===== src/dcg_pkg.sv =====
// dcg_pkg: shared constants for the dual codec clock generator
// assumes an apb master on sys_clk, 100 MHz, and a synchronous active-high reset
// How it works
// external master clock, when selected, is the oversampling clock with no high-speed divide.
// absolute power-down stops the oscillator and halts all block activity.
// controller waits 10 ms after power-down before expecting operation.
// after that startup wait the controller applies a hardware reset.
// a software reset may replace it once serial framing is synced.
// per-codec master clock select chooses crystal or external clock.
// serial bit clock equals the codec oversampling clock.
// integrator supplies clock frequencies that are integer multiples of sample rates.
// software keeps low-speed divisor between 51 and 127.
// oversampling clock stays at or below 4 MHz.
// system to oversampling ratio at least 7 crystal, 8 external.
// at least 580 system clocks per sampling period per active codec.
// crystal and system clock do not exceed 30 MHz; sys_clk is taken as 100 MHz here.
// each codec has its own pair of divisors.
// high-speed divisor 7..63 reset 16, low-speed 51..127 reset 51.
// with external clock only the low-speed divisor applies.
// ten 8-bit registers whose top bit always reads zero; the code maps twelve plus a status register.
// per-codec and global registers reachable from either port.
// suffix 0 registers control codec 0, suffix 1 codec 1.
// register bits hold statically except the software reset bit.
// select bit clear sources crystal, set sources external clock.
// crystal timing: osr is xtal over high divisor, fs is osr over twice low divisor.
package dcg_pkg;
    localparam int unsigned ADDR_W        = 6;
    localparam logic [5:0] OFF_CNTL0_0    = 6'h00;
    localparam logic [5:0] OFF_CNTL0_1    = 6'h04;
    localparam logic [5:0] OFF_CNTL1_0    = 6'h08;
    localparam logic [5:0] OFF_CNTL1_1    = 6'h0C;
    localparam logic [5:0] OFF_CLKGEN_0   = 6'h10;
    localparam logic [5:0] OFF_CLKGEN_1   = 6'h14;
    localparam logic [5:0] OFF_LS_DIV_0   = 6'h18;
    localparam logic [5:0] OFF_LS_DIV_1   = 6'h1C;
    localparam logic [5:0] OFF_GLOBAL_A   = 6'h20;
    localparam logic [5:0] OFF_GLOBAL_B   = 6'h24;
    localparam logic [5:0] OFF_GLOBAL_C   = 6'h28;
    localparam logic [5:0] OFF_GLOBAL_D   = 6'h2C;
    localparam logic [5:0] OFF_STATUS     = 6'h30;
    localparam logic [6:0] RST_CNTL0      = 7'h0C;
    localparam logic [6:0] RST_ZERO       = 7'h00;
    localparam logic [5:0] HS_DIV_MIN     = 6'h07;
    localparam logic [5:0] HS_DIV_MAX     = 6'h3F;
    localparam logic [5:0] HS_DIV_RST     = 6'h10;
    localparam logic [6:0] LS_DIV_MIN     = 7'h33;
    localparam logic [6:0] LS_DIV_MAX     = 7'h7F;
    localparam logic [6:0] LS_DIV_RST     = 7'h33;
    localparam int unsigned SEL_BIT       = 6;
    localparam int unsigned SWRST_BIT     = 4;
    localparam int unsigned SYS_CLK_MHZ   = 100;
    localparam int unsigned STARTUP_MS    = 10;
    localparam int unsigned STARTUP_CYC   = STARTUP_MS * SYS_CLK_MHZ * 1000;
endpackage


===== src/dcg_clock_gen.sv =====
// dcg_clock_gen: register file and clock generation for the dual codec
// assumes apb master on sys_clk; crystal and external clocks are sampled pins
// sys_clk must be much faster than crystal_clock_in, since the crystal is oversampled here
`timescale 1ns/1ps
module dcg_clock_gen (
    input  wire logic        sys_clk,
    input  wire logic        reset,
    input  wire logic        psel,
    input  wire logic        penable,
    input  wire logic        pwrite,
    input  wire logic [5:0]  paddr,
    input  wire logic [31:0] pwdata,
    output logic [31:0]      prdata,
    output logic             pready,
    output logic             pslverr,
    input  wire logic        crystal_clock_in,
    input  wire logic        codec0_ext_oversample_clk,
    input  wire logic        codec1_ext_oversample_clk,
    input  wire logic        absolute_powerdown_in_n,
    output logic             oscillator_enable,
    output logic             oversampling_clock0,
    output logic             oversampling_clock1,
    output logic             serial_bit_clock0,
    output logic             serial_bit_clock1,
    output logic             sample_tick0,
    output logic             sample_tick1,
    output logic             soft_reset_pulse,
    output logic [6:0]       codec0_power_ctrl,
    output logic [6:0]       codec1_power_ctrl,
    output logic [6:0]       codec0_analog_ctrl,
    output logic [6:0]       codec1_analog_ctrl
);
    typedef struct packed {
        logic [6:0] pwr0;
        logic [6:0] pwr1;
        logic [6:0] ana0;
        logic [6:0] ana1;
        logic [6:0] clk0;
        logic [6:0] clk1;
        logic [6:0] ls0;
        logic [6:0] ls1;
        logic [6:0] ga;
        logic [6:0] gb;
        logic [6:0] gc;
        logic [6:0] gd;
        logic       sw_rst;
        logic       x_q;
        logic       m0_q;
        logic       m1_q;
        logic       x_t;
        logic       m0_t;
        logic       m1_t;
        logic [31:0] rdata;
        logic        err;
    } dcg_top_st_t;
    dcg_top_st_t st_q, st_d;

    logic       pd_n;
    logic       xtal_s;
    logic       m0_s;
    logic       m1_s;
    logic       run;
    logic       wr;
    logic       rd;
    logic       hit;
    logic [6:0] rd_val;
    logic       osr0;
    logic       osr1;
    logic       fs0;
    logic       fs1;

    function automatic logic [5:0] hs_clip(input logic [5:0] v);
        if (v < dcg_pkg::HS_DIV_MIN) begin
            hs_clip = dcg_pkg::HS_DIV_MIN;
        end else begin
            hs_clip = v;
        end
    endfunction

    function automatic logic [6:0] ls_clip(input logic [6:0] v);
        if (v < dcg_pkg::LS_DIV_MIN) begin
            ls_clip = dcg_pkg::LS_DIV_MIN;
        end else begin
            ls_clip = v;
        end
    endfunction

    dcg_sync3 u_pd (
        .sys_clk   (sys_clk),
        .reset     (reset),
        .async_in  (absolute_powerdown_in_n),
        .level_out (pd_n)
    );
    dcg_sync3 u_xtal (
        .sys_clk   (sys_clk),
        .reset     (reset),
        .async_in  (crystal_clock_in),
        .level_out (xtal_s)
    );
    dcg_sync3 u_m0 (
        .sys_clk   (sys_clk),
        .reset     (reset),
        .async_in  (codec0_ext_oversample_clk),
        .level_out (m0_s)
    );
    dcg_sync3 u_m1 (
        .sys_clk   (sys_clk),
        .reset     (reset),
        .async_in  (codec1_ext_oversample_clk),
        .level_out (m1_s)
    );

    // power-down blocks writes and clears the divider chains; register contents are kept
    assign run = pd_n;
    assign wr  = psel && penable && pwrite;
    assign rd  = psel && !penable && !pwrite;

    always_comb begin
        hit    = 1'b1;
        rd_val = 7'h00;
        case (paddr)
            dcg_pkg::OFF_CNTL0_0:  rd_val = st_q.pwr0;
            dcg_pkg::OFF_CNTL0_1:  rd_val = st_q.pwr1;
            dcg_pkg::OFF_CNTL1_0:  rd_val = st_q.ana0;
            dcg_pkg::OFF_CNTL1_1:  rd_val = st_q.ana1;
            dcg_pkg::OFF_CLKGEN_0: rd_val = st_q.clk0;
            dcg_pkg::OFF_CLKGEN_1: rd_val = st_q.clk1;
            dcg_pkg::OFF_LS_DIV_0: rd_val = st_q.ls0;
            dcg_pkg::OFF_LS_DIV_1: rd_val = st_q.ls1;
            dcg_pkg::OFF_GLOBAL_A: rd_val = st_q.ga;
            dcg_pkg::OFF_GLOBAL_B: rd_val = st_q.gb;
            dcg_pkg::OFF_GLOBAL_C: rd_val = st_q.gc;
            dcg_pkg::OFF_GLOBAL_D: rd_val = st_q.gd;
            dcg_pkg::OFF_STATUS:   rd_val = {5'h00, run, st_q.sw_rst};
            default:               hit    = 1'b0;
        endcase
    end

    always_comb begin
        st_d        = st_q;
        st_d.sw_rst = 1'b0;
        st_d.x_q    = xtal_s;
        st_d.m0_q   = m0_s;
        st_d.m1_q   = m1_s;
        st_d.x_t    = xtal_s && !st_q.x_q;
        st_d.m0_t   = m0_s && !st_q.m0_q;
        st_d.m1_t   = m1_s && !st_q.m1_q;
        if (!run) begin
            st_d.x_t  = 1'b0;
            st_d.m0_t = 1'b0;
            st_d.m1_t = 1'b0;
        end
        // error flag taken at every setup cycle, so unmapped writes report too
        if (psel && !penable) begin
            st_d.err = !hit;
        end
        if (rd) begin
            st_d.rdata = {25'h000_0000, rd_val};
        end
        if (wr && run) begin
            case (paddr)
                dcg_pkg::OFF_CNTL0_0:  st_d.pwr0 = pwdata[6:0];
                dcg_pkg::OFF_CNTL0_1:  st_d.pwr1 = pwdata[6:0];
                dcg_pkg::OFF_CNTL1_0:  st_d.ana0 = pwdata[6:0];
                dcg_pkg::OFF_CNTL1_1:  st_d.ana1 = pwdata[6:0];
                dcg_pkg::OFF_CLKGEN_0: st_d.clk0 = {pwdata[6], hs_clip(pwdata[5:0])};
                dcg_pkg::OFF_CLKGEN_1: st_d.clk1 = {pwdata[6], hs_clip(pwdata[5:0])};
                dcg_pkg::OFF_LS_DIV_0: st_d.ls0  = ls_clip(pwdata[6:0]);
                dcg_pkg::OFF_LS_DIV_1: st_d.ls1  = ls_clip(pwdata[6:0]);
                dcg_pkg::OFF_GLOBAL_A: begin
                    st_d.ga     = pwdata[6:0] & ~(7'h01 << dcg_pkg::SWRST_BIT);
                    st_d.sw_rst = pwdata[dcg_pkg::SWRST_BIT];
                end
                dcg_pkg::OFF_GLOBAL_B: st_d.gb = pwdata[6:0];
                dcg_pkg::OFF_GLOBAL_C: st_d.gc = pwdata[6:0];
                dcg_pkg::OFF_GLOBAL_D: st_d.gd = pwdata[6:0];
                default:               st_d.ga = st_q.ga;
            endcase
        end
    end

    always_ff @(posedge sys_clk) begin
        if (reset) begin
            st_q      <= '0;
            st_q.pwr0 <= dcg_pkg::RST_CNTL0;
            st_q.pwr1 <= dcg_pkg::RST_CNTL0;
            st_q.ana0 <= dcg_pkg::RST_ZERO;
            st_q.ana1 <= dcg_pkg::RST_ZERO;
            st_q.clk0 <= {1'b0, dcg_pkg::HS_DIV_RST};
            st_q.clk1 <= {1'b0, dcg_pkg::HS_DIV_RST};
            st_q.ls0  <= dcg_pkg::LS_DIV_RST;
            st_q.ls1  <= dcg_pkg::LS_DIV_RST;
        end else begin
            st_q <= st_d;
        end
    end

    // one chain per codec, each with its own divisor pair
    dcg_divider u_div0 (
        .sys_clk   (sys_clk),
        .reset     (reset),
        .run       (run),
        .xtal_tick (st_q.x_t),
        .ext_tick  (st_q.m0_t),
        .ext_lvl   (st_q.m0_q),
        .use_ext   (st_q.clk0[dcg_pkg::SEL_BIT]),
        .hs_div    (st_q.clk0[5:0]),
        .ls_div    (st_q.ls0),
        .oversampling_clock   (osr0),
        .osr_tick  (),
        .fs_tick   (fs0)
    );
    dcg_divider u_div1 (
        .sys_clk   (sys_clk),
        .reset     (reset),
        .run       (run),
        .xtal_tick (st_q.x_t),
        .ext_tick  (st_q.m1_t),
        .ext_lvl   (st_q.m1_q),
        .use_ext   (st_q.clk1[dcg_pkg::SEL_BIT]),
        .hs_div    (st_q.clk1[5:0]),
        .ls_div    (st_q.ls1),
        .oversampling_clock   (osr1),
        .osr_tick  (),
        .fs_tick   (fs1)
    );

    assign prdata              = st_q.rdata;
    assign pready              = 1'b1;
    assign pslverr             = psel && penable && st_q.err;
    assign oscillator_enable   = run;
    assign oversampling_clock0 = osr0;
    assign oversampling_clock1 = osr1;
    assign serial_bit_clock0   = osr0;
    assign serial_bit_clock1   = osr1;
    assign sample_tick0        = fs0;
    assign sample_tick1        = fs1;
    assign soft_reset_pulse    = st_q.sw_rst;
    assign codec0_power_ctrl   = st_q.pwr0;
    assign codec1_power_ctrl   = st_q.pwr1;
    assign codec0_analog_ctrl  = st_q.ana0;
    assign codec1_analog_ctrl  = st_q.ana1;
endmodule


===== src/dcg_sync3.sv =====
// dcg_sync3: three-stage synchroniser, change accepted when stages two and three agree
// assumes the input is asynchronous to sys_clk
`timescale 1ns/1ps
module dcg_sync3 (
    input  wire logic sys_clk,
    input  wire logic reset,
    input  wire logic async_in,
    output logic      level_out
);
    typedef struct packed {
        logic [2:0] stg;
        logic       lvl;
    } dcg_sync_st_t;
    dcg_sync_st_t st_q, st_d;
    always_comb begin
        st_d     = st_q;
        st_d.stg = {st_q.stg[1:0], async_in};
        if (st_q.stg[1] == st_q.stg[2]) begin
            st_d.lvl = st_q.stg[2];
        end
    end
    always_ff @(posedge sys_clk) begin
        if (reset) begin
            st_q <= '0;
        end else begin
            st_q <= st_d;
        end
    end
    assign level_out = st_q.lvl;
endmodule


===== src/dcg_divider.sv =====
// dcg_divider: one codec's clock chain, high-speed then low-speed divide
// assumes reference enables already synchronised to sys_clk
`timescale 1ns/1ps
module dcg_divider (
    input  wire logic       sys_clk,
    input  wire logic       reset,
    input  wire logic       run,
    input  wire logic       xtal_tick,
    input  wire logic       ext_tick,
    input  wire logic       ext_lvl,
    input  wire logic       use_ext,
    input  wire logic [5:0] hs_div,
    input  wire logic [6:0] ls_div,
    output logic            oversampling_clock,
    output logic            osr_tick,
    output logic            fs_tick
);
    typedef struct packed {
        logic [5:0] hs_cnt;
        logic [7:0] ls_cnt;
        logic       osr;
        logic       osr_p;
        logic       fs_p;
    } dcg_div_st_t;
    dcg_div_st_t st_q, st_d;
    logic osr_edge;
    logic [7:0] ls_term;
    always_comb begin
        st_d       = st_q;
        st_d.osr_p = 1'b0;
        st_d.fs_p  = 1'b0;
        osr_edge   = 1'b0;
        ls_term    = {ls_div, 1'b0} - 8'h01;
        if (!run) begin
            st_d = '0;
        end else if (use_ext) begin
            osr_edge = ext_tick;
            // follow the pin level so the bit clock runs at the master clock rate
            st_d.osr = ext_lvl;
            st_d.hs_cnt = '0;
        end else if (xtal_tick) begin
            if (st_q.hs_cnt >= hs_div - 6'h01) begin
                st_d.hs_cnt = '0;
                osr_edge    = 1'b1;
                st_d.osr    = 1'b1;
            end else begin
                st_d.hs_cnt = st_q.hs_cnt + 6'h01;
                if (st_q.hs_cnt == {1'b0, hs_div[5:1]} - 6'h01) begin
                    st_d.osr = 1'b0;
                end
            end
        end
        if (run && osr_edge) begin
            st_d.osr_p = 1'b1;
            if (st_q.ls_cnt >= ls_term) begin
                st_d.ls_cnt = '0;
                st_d.fs_p   = 1'b1;
            end else begin
                st_d.ls_cnt = st_q.ls_cnt + 8'h01;
            end
        end
    end
    always_ff @(posedge sys_clk) begin
        if (reset) begin
            st_q <= '0;
        end else begin
            st_q <= st_d;
        end
    end
    assign oversampling_clock  = st_q.osr;
    assign osr_tick = st_q.osr_p;
    assign fs_tick  = st_q.fs_p;
endmodule


===== config.mk =====
export PLATFORM = sky130hd
export DESIGN_NAME = dcg_clock_gen
export DESIGN_NICKNAME = d
export VERILOG_FILES = /design/src/dcg_pkg.sv /design/src/dcg_clock_gen.sv /design/src/dcg_sync3.sv /design/src/dcg_divider.sv
export SDC_FILE = /design/constraint.sdc
export NUM_CORES = 1
export LEC_CHECK = 0
export ABC_AREA = 1
export BUFFER_PORTS_ARGS = -buffer_cell sky130_fd_sc_hd__buf_2
export CELL_PAD_IN_SITES_DETAIL_PLACEMENT = 1
export CELL_PAD_IN_SITES_GLOBAL_PLACEMENT = 1
export CORE_AREA = 2 2 140 142
export CTS_BUF_LIST = sky130_fd_sc_hd__clkbuf_2 sky130_fd_sc_hd__clkbuf_4 sky130_fd_sc_hd__clkbuf_8
export DETAILED_ROUTE_END_ITERATION = 8
export DIE_AREA = 0 0 142 144
export GPL_TIMING_DRIVEN = 0
export PLACE_DENSITY_LB_ADDON = 0.15
export SLEW_MARGIN = 20
export SYNTH_ARGS = -nofsm -noshare
export SYNTH_HDL_FRONTEND = slang
export SYNTH_SLANG_ARGS = --single-unit

===== constraint.sdc =====
create_clock -name sys_clk -period 2.5 [get_ports sys_clk]
set_input_delay 0.125 -clock sys_clk [delete_from_list [all_inputs] [get_ports sys_clk]]
set_output_delay 0.125 -clock sys_clk [all_outputs]
set_load 0.005 [all_outputs]

; Yosys cells after proc, flatten, opt, wreduce, memory -nomap -nowiden
; Cells that the tools add are included.
[totals]
ff_bits = 146
latch_bits = 0
mem_bits_rw = 0
romBits = 0
output_inout_bits = 70
memories = 0
[classes]
addsub = 10
mul = 0
n_div = 0
n_lt_le_gt_ge = 6
eq_ne = 20
shift = 0
mux = 29
n_bitwise = 5
n_reduce_logical = 43
[ops]
columns = op, count
row1 = $pmux W7 S13, 1
row2 = $mux W8, 5
row3 = $eq A6 B6 Y1 const B, 5
row4 = $reduce_and A2 Y1, 14
row5 = $eq A6 B5 Y1 const B, 4
row6 = $mux W1, 19
row7 = $mux W6, 3
row8 = $add A8 B1 Y8 const B, 2
row9 = $ge A8 B8 Y1, 2
row10 = $sub A8 B1 Y8 const B, 2
row11 = $reduce_or A13 Y1, 1
row12 = $add A6 B1 Y6 const B, 2
row13 = $eq A6 B4 Y1 const B, 2
row14 = $eq A6 B6 Y1, 2
row15 = $ge A6 B6 Y1, 2
row16 = $sub A5 B1 Y6 const B, 2
row17 = $sub A6 B1 Y6 const B, 2
row18 = $logic_and A1 B1 Y1, 11
row19 = $reduce_or A3 Y1, 3
row20 = $lt A7 B6 Y1 const B, 1
row21 = $mux W7, 1
row22 = $eq A6 B3 Y1 const B, 1
row23 = $logic_not A1 Y1, 6
row24 = $logic_not A6 Y1, 1
row25 = other kinds (7), 19

; Longest topological paths before layout
[depth]
word_depth = 9
mapped_depth = 16

; Hierarchy
; Synthesis repeated with hierarchy kept, for this count alone.
[hier_totals]
cells_unflattened = 1212
area_unflattened_um2 = 8419.3
[by_module_without_submodules]
columns = mod, n_inst, cells_each, area_per_inst_um2
row1 = dcg_clock_gen, 1, 674, 4715.8
row2 = dcg_divider, 2, 243, 1609.0
row3 = dcg_sync3, 4, 13, 121.4

; Worst setup path before layout
; Ideal clock, no wire load.
[synth_timing]
path_type = register to register
startpoint = reg st_q[90] (netlist name)
endpoint = reg u_div0.st_q[9] (netlist name)
arrival_ns = 2.212
required_time_ns = 2.368
slack_ns = 0.156
stages_incl_launch_ff = 14
path_cell_list = dfxtp_1 inv_1 ha_1 nand3_1 a21oi_1 xor2_1 ha_1 a21o_1 nor2_1 o21ai_0 nand2_1 nand2_1 nand3_1 a21oi_1
[synth_between]
elab_chain_len = 8
elab_cells_between_ends = 9
[synth_lines]
columns = item, line
row1 = "start, declared", dcg_clock_gen.sv:56  ; dcg_top_st_t st_q, st_d;
row2 = "start signal, assigned", dcg_clock_gen.sv:194  ; st_q <= st_d;
row3 = $sub A6 B1 Y6 *, dcg_divider.sv:42  ; if (st_q.hs_cnt >= hs_div - 6'h01) begin
row4 = $ge A6 B6 Y1 *, dcg_divider.sv:42
row5 = $mux W1 *, dcg_divider.sv:42
row6 = $mux W1 *, dcg_divider.sv:41  ; end else if (xtal_tick) begin
row7 = $mux W1 *, dcg_divider.sv:36  ; end else if (use_ext) begin
row8 = $mux W1 *, dcg_divider.sv:34  ; if (!run) begin
row9 = $logic_and A1 B1 Y1 *, dcg_divider.sv:53  ; if (run && osr_edge) begin
row10 = $ne A2 B1 Y1 (no source line) / $mux W8 (equally long branches), -
row11 = "end signal, assigned", dcg_divider.sv:67  ; st_q <= st_d;
row12 = "end, declared", dcg_divider.sv:25  ; dcg_div_st_t st_q, st_d;
; Every way passes the cells marked *; elsewhere a longest branch is shown, timed or not.
; A chain may end at the register's enable or synchronous reset.

; Worst setup path after layout
[layout_timing]
startpoint = reg st_q[83] (netlist name)
endpoint = reg u_div1.st_q[3] (netlist name)
[layout_between]
elab_chain_len = 8
elab_cells_between_ends = 9
[layout_lines]
columns = item, line
row1 = $sub A6 B1 Y6 *, dcg_divider.sv:42
row2 = $ge A6 B6 Y1 *, dcg_divider.sv:42
row3 = $mux W1 *, dcg_divider.sv:42
row4 = $mux W1 *, dcg_divider.sv:41
row5 = $mux W1 *, dcg_divider.sv:36
row6 = $mux W1 *, dcg_divider.sv:34
row7 = $logic_and A1 B1 Y1 *, dcg_divider.sv:53
row8 = $ne A2 B1 Y1 (no source line) / $mux W8 (equally long branches), -
row9 = "end signal, assigned", dcg_divider.sv:67
row10 = "end, declared", dcg_divider.sv:25
; Marked as above.

==> results.txt <==
The area added between synthesis and finish came out at 18.0%. The area of the die came out at 20,400 um^2. The number of distinct library cells after synthesis is 38.

The final hold violation count is 0. The initial utilization of the core area, before any placement, comes to 0.419. TritonCTS built the clock tree. The leakage power is 4.28 nW.

The width of the die came out at between 100 and 150 um. The path type of the worst min-delay path is input pin to flip-flop. The total power consumption of the routed design came out at roughly 4.7 mW. The net switching power figure came out at about 1.2 mW. The vias per cell came out at 5.17.

Of all cell types, the one taking the most synthesized area is sky130_fd_sc_hd__dfxtp_1. The via count of the first global-routing pass is about 7,500. The total of endpoints with negative setup slack in the final report came out at 0.

The share of total power dissipated in combinational logic is 0.054. The share of the clock period used by the worst path came out at 0.949. The worst hold slack is around 0.019 ns. The worst voltage drop across the vdd grid is 0.266 mV.

The final setup skew came out at 0.0114 ns. The H-tree depth reported by CTS came out at 4. The later-pin clock latency in the skew report is about 0.47 ns. The floorplan row count came out at ~50. The switching portion of total power is 0.259.

At the worst endpoint, the arrival time is 2.76 ns. Excluding fillers, the count of instances in the completed layout stands at 1,472. The total length of routed wires is between 20,000 and 30,000 um. Counting cells, the worst reg-to-reg path comes to 13. The Yosys step of the flow raised 0 warnings.

The wire length of the first global-routing pass is approximately 41,000 um. The initial antenna violation count is 0. The transition time at the pin with the least slew margin came out at 0.804 ns. The reg2reg setup slack is 0.13 ns. The number of nets at the end of the flow is 1,306. In the routed design, unresolved DRC markers number 0.

Counting the fill cells in the layout gives between 2,000 and 2,500. Dividing the detail-routed wire length by the instance count gives between 15 and 20 um. In this run the worst setup path terminates at u_div1.st_q[3].

In the synthesized netlist, the number of instances is between 1,000 and 1,500. The largest net degree at the start of global routing is 17. After detailed placement, the total cell area comes to about 8700 um^2. The share of total power in sequential cells came out at 0.499. The type of element capturing the critical path is a flip-flop. The maximum fanout along the worst path came out at 5.

The number of max-slew violations in the final report came out at 0. The area of the core region came out at 19,100 um^2. The number of clock buffers inserted by TritonCTS came out at 17. The core occupancy in the finished layout came out at 0.494. The post-synthesis cell area came out at between 7000 and 8000 um^2. Of the cells placed in the final design, the portion with a size suffix greater than 1 is 0.194.

The final critical delay including setup and external delays came out at around 2.4 ns. The final design instance area without fill came out at ~9400 um^2. The final HPWL from detailed placement came out at approximately 19,000 um. The total I/O pin count came out at 117. The aggregate global routing overflow is 0. The clock net sink count came out at about 150. The worst flop-to-flop path endpoint is u_div1.st_q[3].

The number of nets still failing antenna checks after routing came out at 0. The internal portion of the total power is 3.47 mW. For this run, the total global-route usage over all layers was measured as 0.260. The antenna cell count came out at 0. The detailed router finished its first iteration with between 400 and 500 violations. Sorting the synthesized cells by area gives the leading types as sky130_fd_sc_hd__dfxtp_1, sky130_fd_sc_hd__nand2_1, sky130_fd_sc_hd__a21oi_1, sky130_fd_sc_hd__buf_4, sky130_fd_sc_hd__nor2_1. The first detailed-routing pass ran for 5 iterations. Clock tree synthesis selected as its root buffer the cell sky130_fd_sc_hd__clkbuf_8. The headroom to the max-slew limit is 0.464. The launch point of the critical path is st_q[83]. Clock-pin slew was measured on the worst setup and hold paths at ~0.090 ns. During placement, the flow inserted port buffers numbering 64. The top-area cell type share of the netlist area is 0.366.

The worst-case setup slack after placement came out at -0.513 ns. The flow ran to the end, and the final reports show no timing, DRC or antenna violations. The number of register bits inferred by synthesis came out at 146.

The cell count after placement came out at about 1,400. The share of total power dissipated in the clock network is 0.447. In the post-route analysis, the smallest setup slack over all paths is 0.128 ns. The critical path is of the flip-flop to flip-flop type. The max capacitance violation total is 0. The maximum buffer depth of the clock tree came out at 2. The average instance area after synthesis came out at 7.28 um^2. In this run the power density over the cells is 496 nW/um^2. The final setup TNS came out at 0 ns. The startpoint class of the critical path is a flip-flop. The routability-driven placement congestion ratio came out at approximately 0.9. The maximum achievable frequency is about 0.42 GHz. The via total after detailed routing is about 7,600.

The overall die height is 144 um. Of the synthesized area, sequential elements account for 0.366. The worst register-to-register path begins at st_q[83].

STA puts the critical path data required time at 2.89 ns.
-- critical path: stages, from the launching register on --
cell                      delay [ns]
sky130_fd_sc_hd__dfxtp_4        0.38
sky130_fd_sc_hd__inv_2          0.10
sky130_fd_sc_hd__ha_2           0.20
sky130_fd_sc_hd__nand3_2        0.11
sky130_fd_sc_hd__a21oi_2        0.16
sky130_fd_sc_hd__xor2_1         0.18
sky130_fd_sc_hd__ha_1           0.26
sky130_fd_sc_hd__a21o_1         0.17
sky130_fd_sc_hd__nor2_2         0.12
sky130_fd_sc_hd__nand2_2        0.11
sky130_fd_sc_hd__nand2_4        0.15
sky130_fd_sc_hd__buf_12         0.12
sky130_fd_sc_hd__nand4_1        0.07
sky130_fd_sc_hd__a21oi_1        0.16
-- routing by layer --
layer | up-vias | part of all wire | GRT usage
met5 | - | 0 | 0
met4 | 0 | 0.015 | 0.0663
met3 | 34 | 0.039 | 0.0394
met2 | 143 | 0.48 | 0.444
met1 | 3656 | 0.47 | 0.344
li1 | 3781 | - | -
-- sequential cells by signal, summed over array words and instances, names as in the netlist, 2 cells and up --
name                flops
u_div1.st_q            14
st_q                   62
u_m1.st_d               2
codec1_power_ctrl       7
u_div0.st_q            14
codec0_analog_ctrl      7
u_pd.st_d               2
u_m0.st_d               2
codec1_analog_ctrl      7
prdata                  7
codec0_power_ctrl       7
u_xtal.st_d             2
-- power by group through the flow --
stage / Combinational [mW] / Sequential (mW) / Clock (mW)
3_3_place_gp: 0.233 / 2.39 / 0
2_1_floorplan: 0.143 / 2.39 / 0
4_1_cts: 0.245 / 2.34 / 2.11
6_report: 0.252 / 2.34 / 2.09
5_1_grt: 0.271 / 2.34 / 2.21
3_5_place_dp: 0.234 / 2.39 / 0
-- kinds of logic after synthesis --
family / after synthesis / share of synthesized area
xor+xnor: 51 / 0.0559
other cells: 2 / 0.000940
fa+ha+maj: 38 / 0.0595
flops: 146 / 0.366
compound gates: 218 / 0.142
simple gates: 449 / 0.250
buf+inv: 193 / 0.126
-- synthesized netlist by cell type (all sizes together) --
cell type and n:
xor2 34, nand2 182, o221ai 1, clkbuf 16, a21boi 1, xnor2 17
a21o 2, conb 2, nor3 16, o21bai 1, o211ai 7, ha 38
o21a 3, a21oi 113, nand3 73, or2 1, nand3b 2, o2111ai 1
clkinv 7, a31oi 1, dfxtp 146, buf 77, inv 93, o21ai 88
nand4 26, nor4 1, nor2 148
-- layout make-up --
class                      count  area (um^2)  area share
inverter                     100          378      0.0401
sequential                   146         2930       0.311
clock buffer                  19          262      0.0277
clock inverter                13          176      0.0187
buffer                        93          631      0.0669
tap                          238          298      0.0316
timing repair buffer          81          484      0.0513
multi-input combinational    782         4270       0.453
-- layout by cell type (no fill, tap or decap), types with 7 or more instances in the layout --
| cell type | instances |
|---|---|
| sky130_fd_sc_hd__nand2_1 | 174 |
| sky130_fd_sc_hd__dfxtp_1 | 142 |
| sky130_fd_sc_hd__nor2_1 | 130 |
| sky130_fd_sc_hd__a21oi_1 | 108 |
| sky130_fd_sc_hd__o21ai_0 | 86 |
| sky130_fd_sc_hd__inv_1 | 80 |
| sky130_fd_sc_hd__buf_4 | 77 |
| sky130_fd_sc_hd__nand3_1 | 70 |
| sky130_fd_sc_hd__buf_2 | 67 |
| sky130_fd_sc_hd__ha_1 | 35 |
| sky130_fd_sc_hd__xor2_1 | 34 |
| sky130_fd_sc_hd__nand4_1 | 26 |
| sky130_fd_sc_hd__conb_1 | 26 |
| sky130_fd_sc_hd__clkbuf_8 | 19 |
| sky130_fd_sc_hd__xnor2_1 | 17 |
| sky130_fd_sc_hd__clkbuf_1 | 16 |
| sky130_fd_sc_hd__nor3_1 | 13 |
| sky130_fd_sc_hd__inv_2 | 12 |
| sky130_fd_sc_hd__nor2_4 | 9 |
| sky130_fd_sc_hd__nor2_2 | 8 |
| sky130_fd_sc_hd__dlygate4sd3_1 | 8 |
| sky130_fd_sc_hd__clkinv_1 | 7 |
| sky130_fd_sc_hd__o211ai_1 | 7 |
-- how the worst min path moves through the flow --
stage,slack (ns),cells after the start,end,from
3_5_place_dp,0.34,3,u_pd.st_d[2],absolute_powerdown_in_n
6_report,0.02,4,st_q[0],psel
4_1_cts,0.006,3,st_q[72],pwdata[4]
3_3_place_gp,0.33,3,u_m0.st_d[2],codec0_ext_oversample_clk
2_1_floorplan,0.23,2,u_m0.st_d[2],codec0_ext_oversample_clk
5_1_grt,0.01,3,st_q[72],pwdata[4]
-- repair_timing --
item | in CTS | in global routing
hold endpoints to repair | 10 | 0
pin swaps | 2 | 9
hold buffers | 8 | 0
endpoints found under the setup margin | 20 | 31
resized for setup | 16 | 28
setup buffers | 4 | 5
No activity file was read; power rests on OpenSTA's default activity.
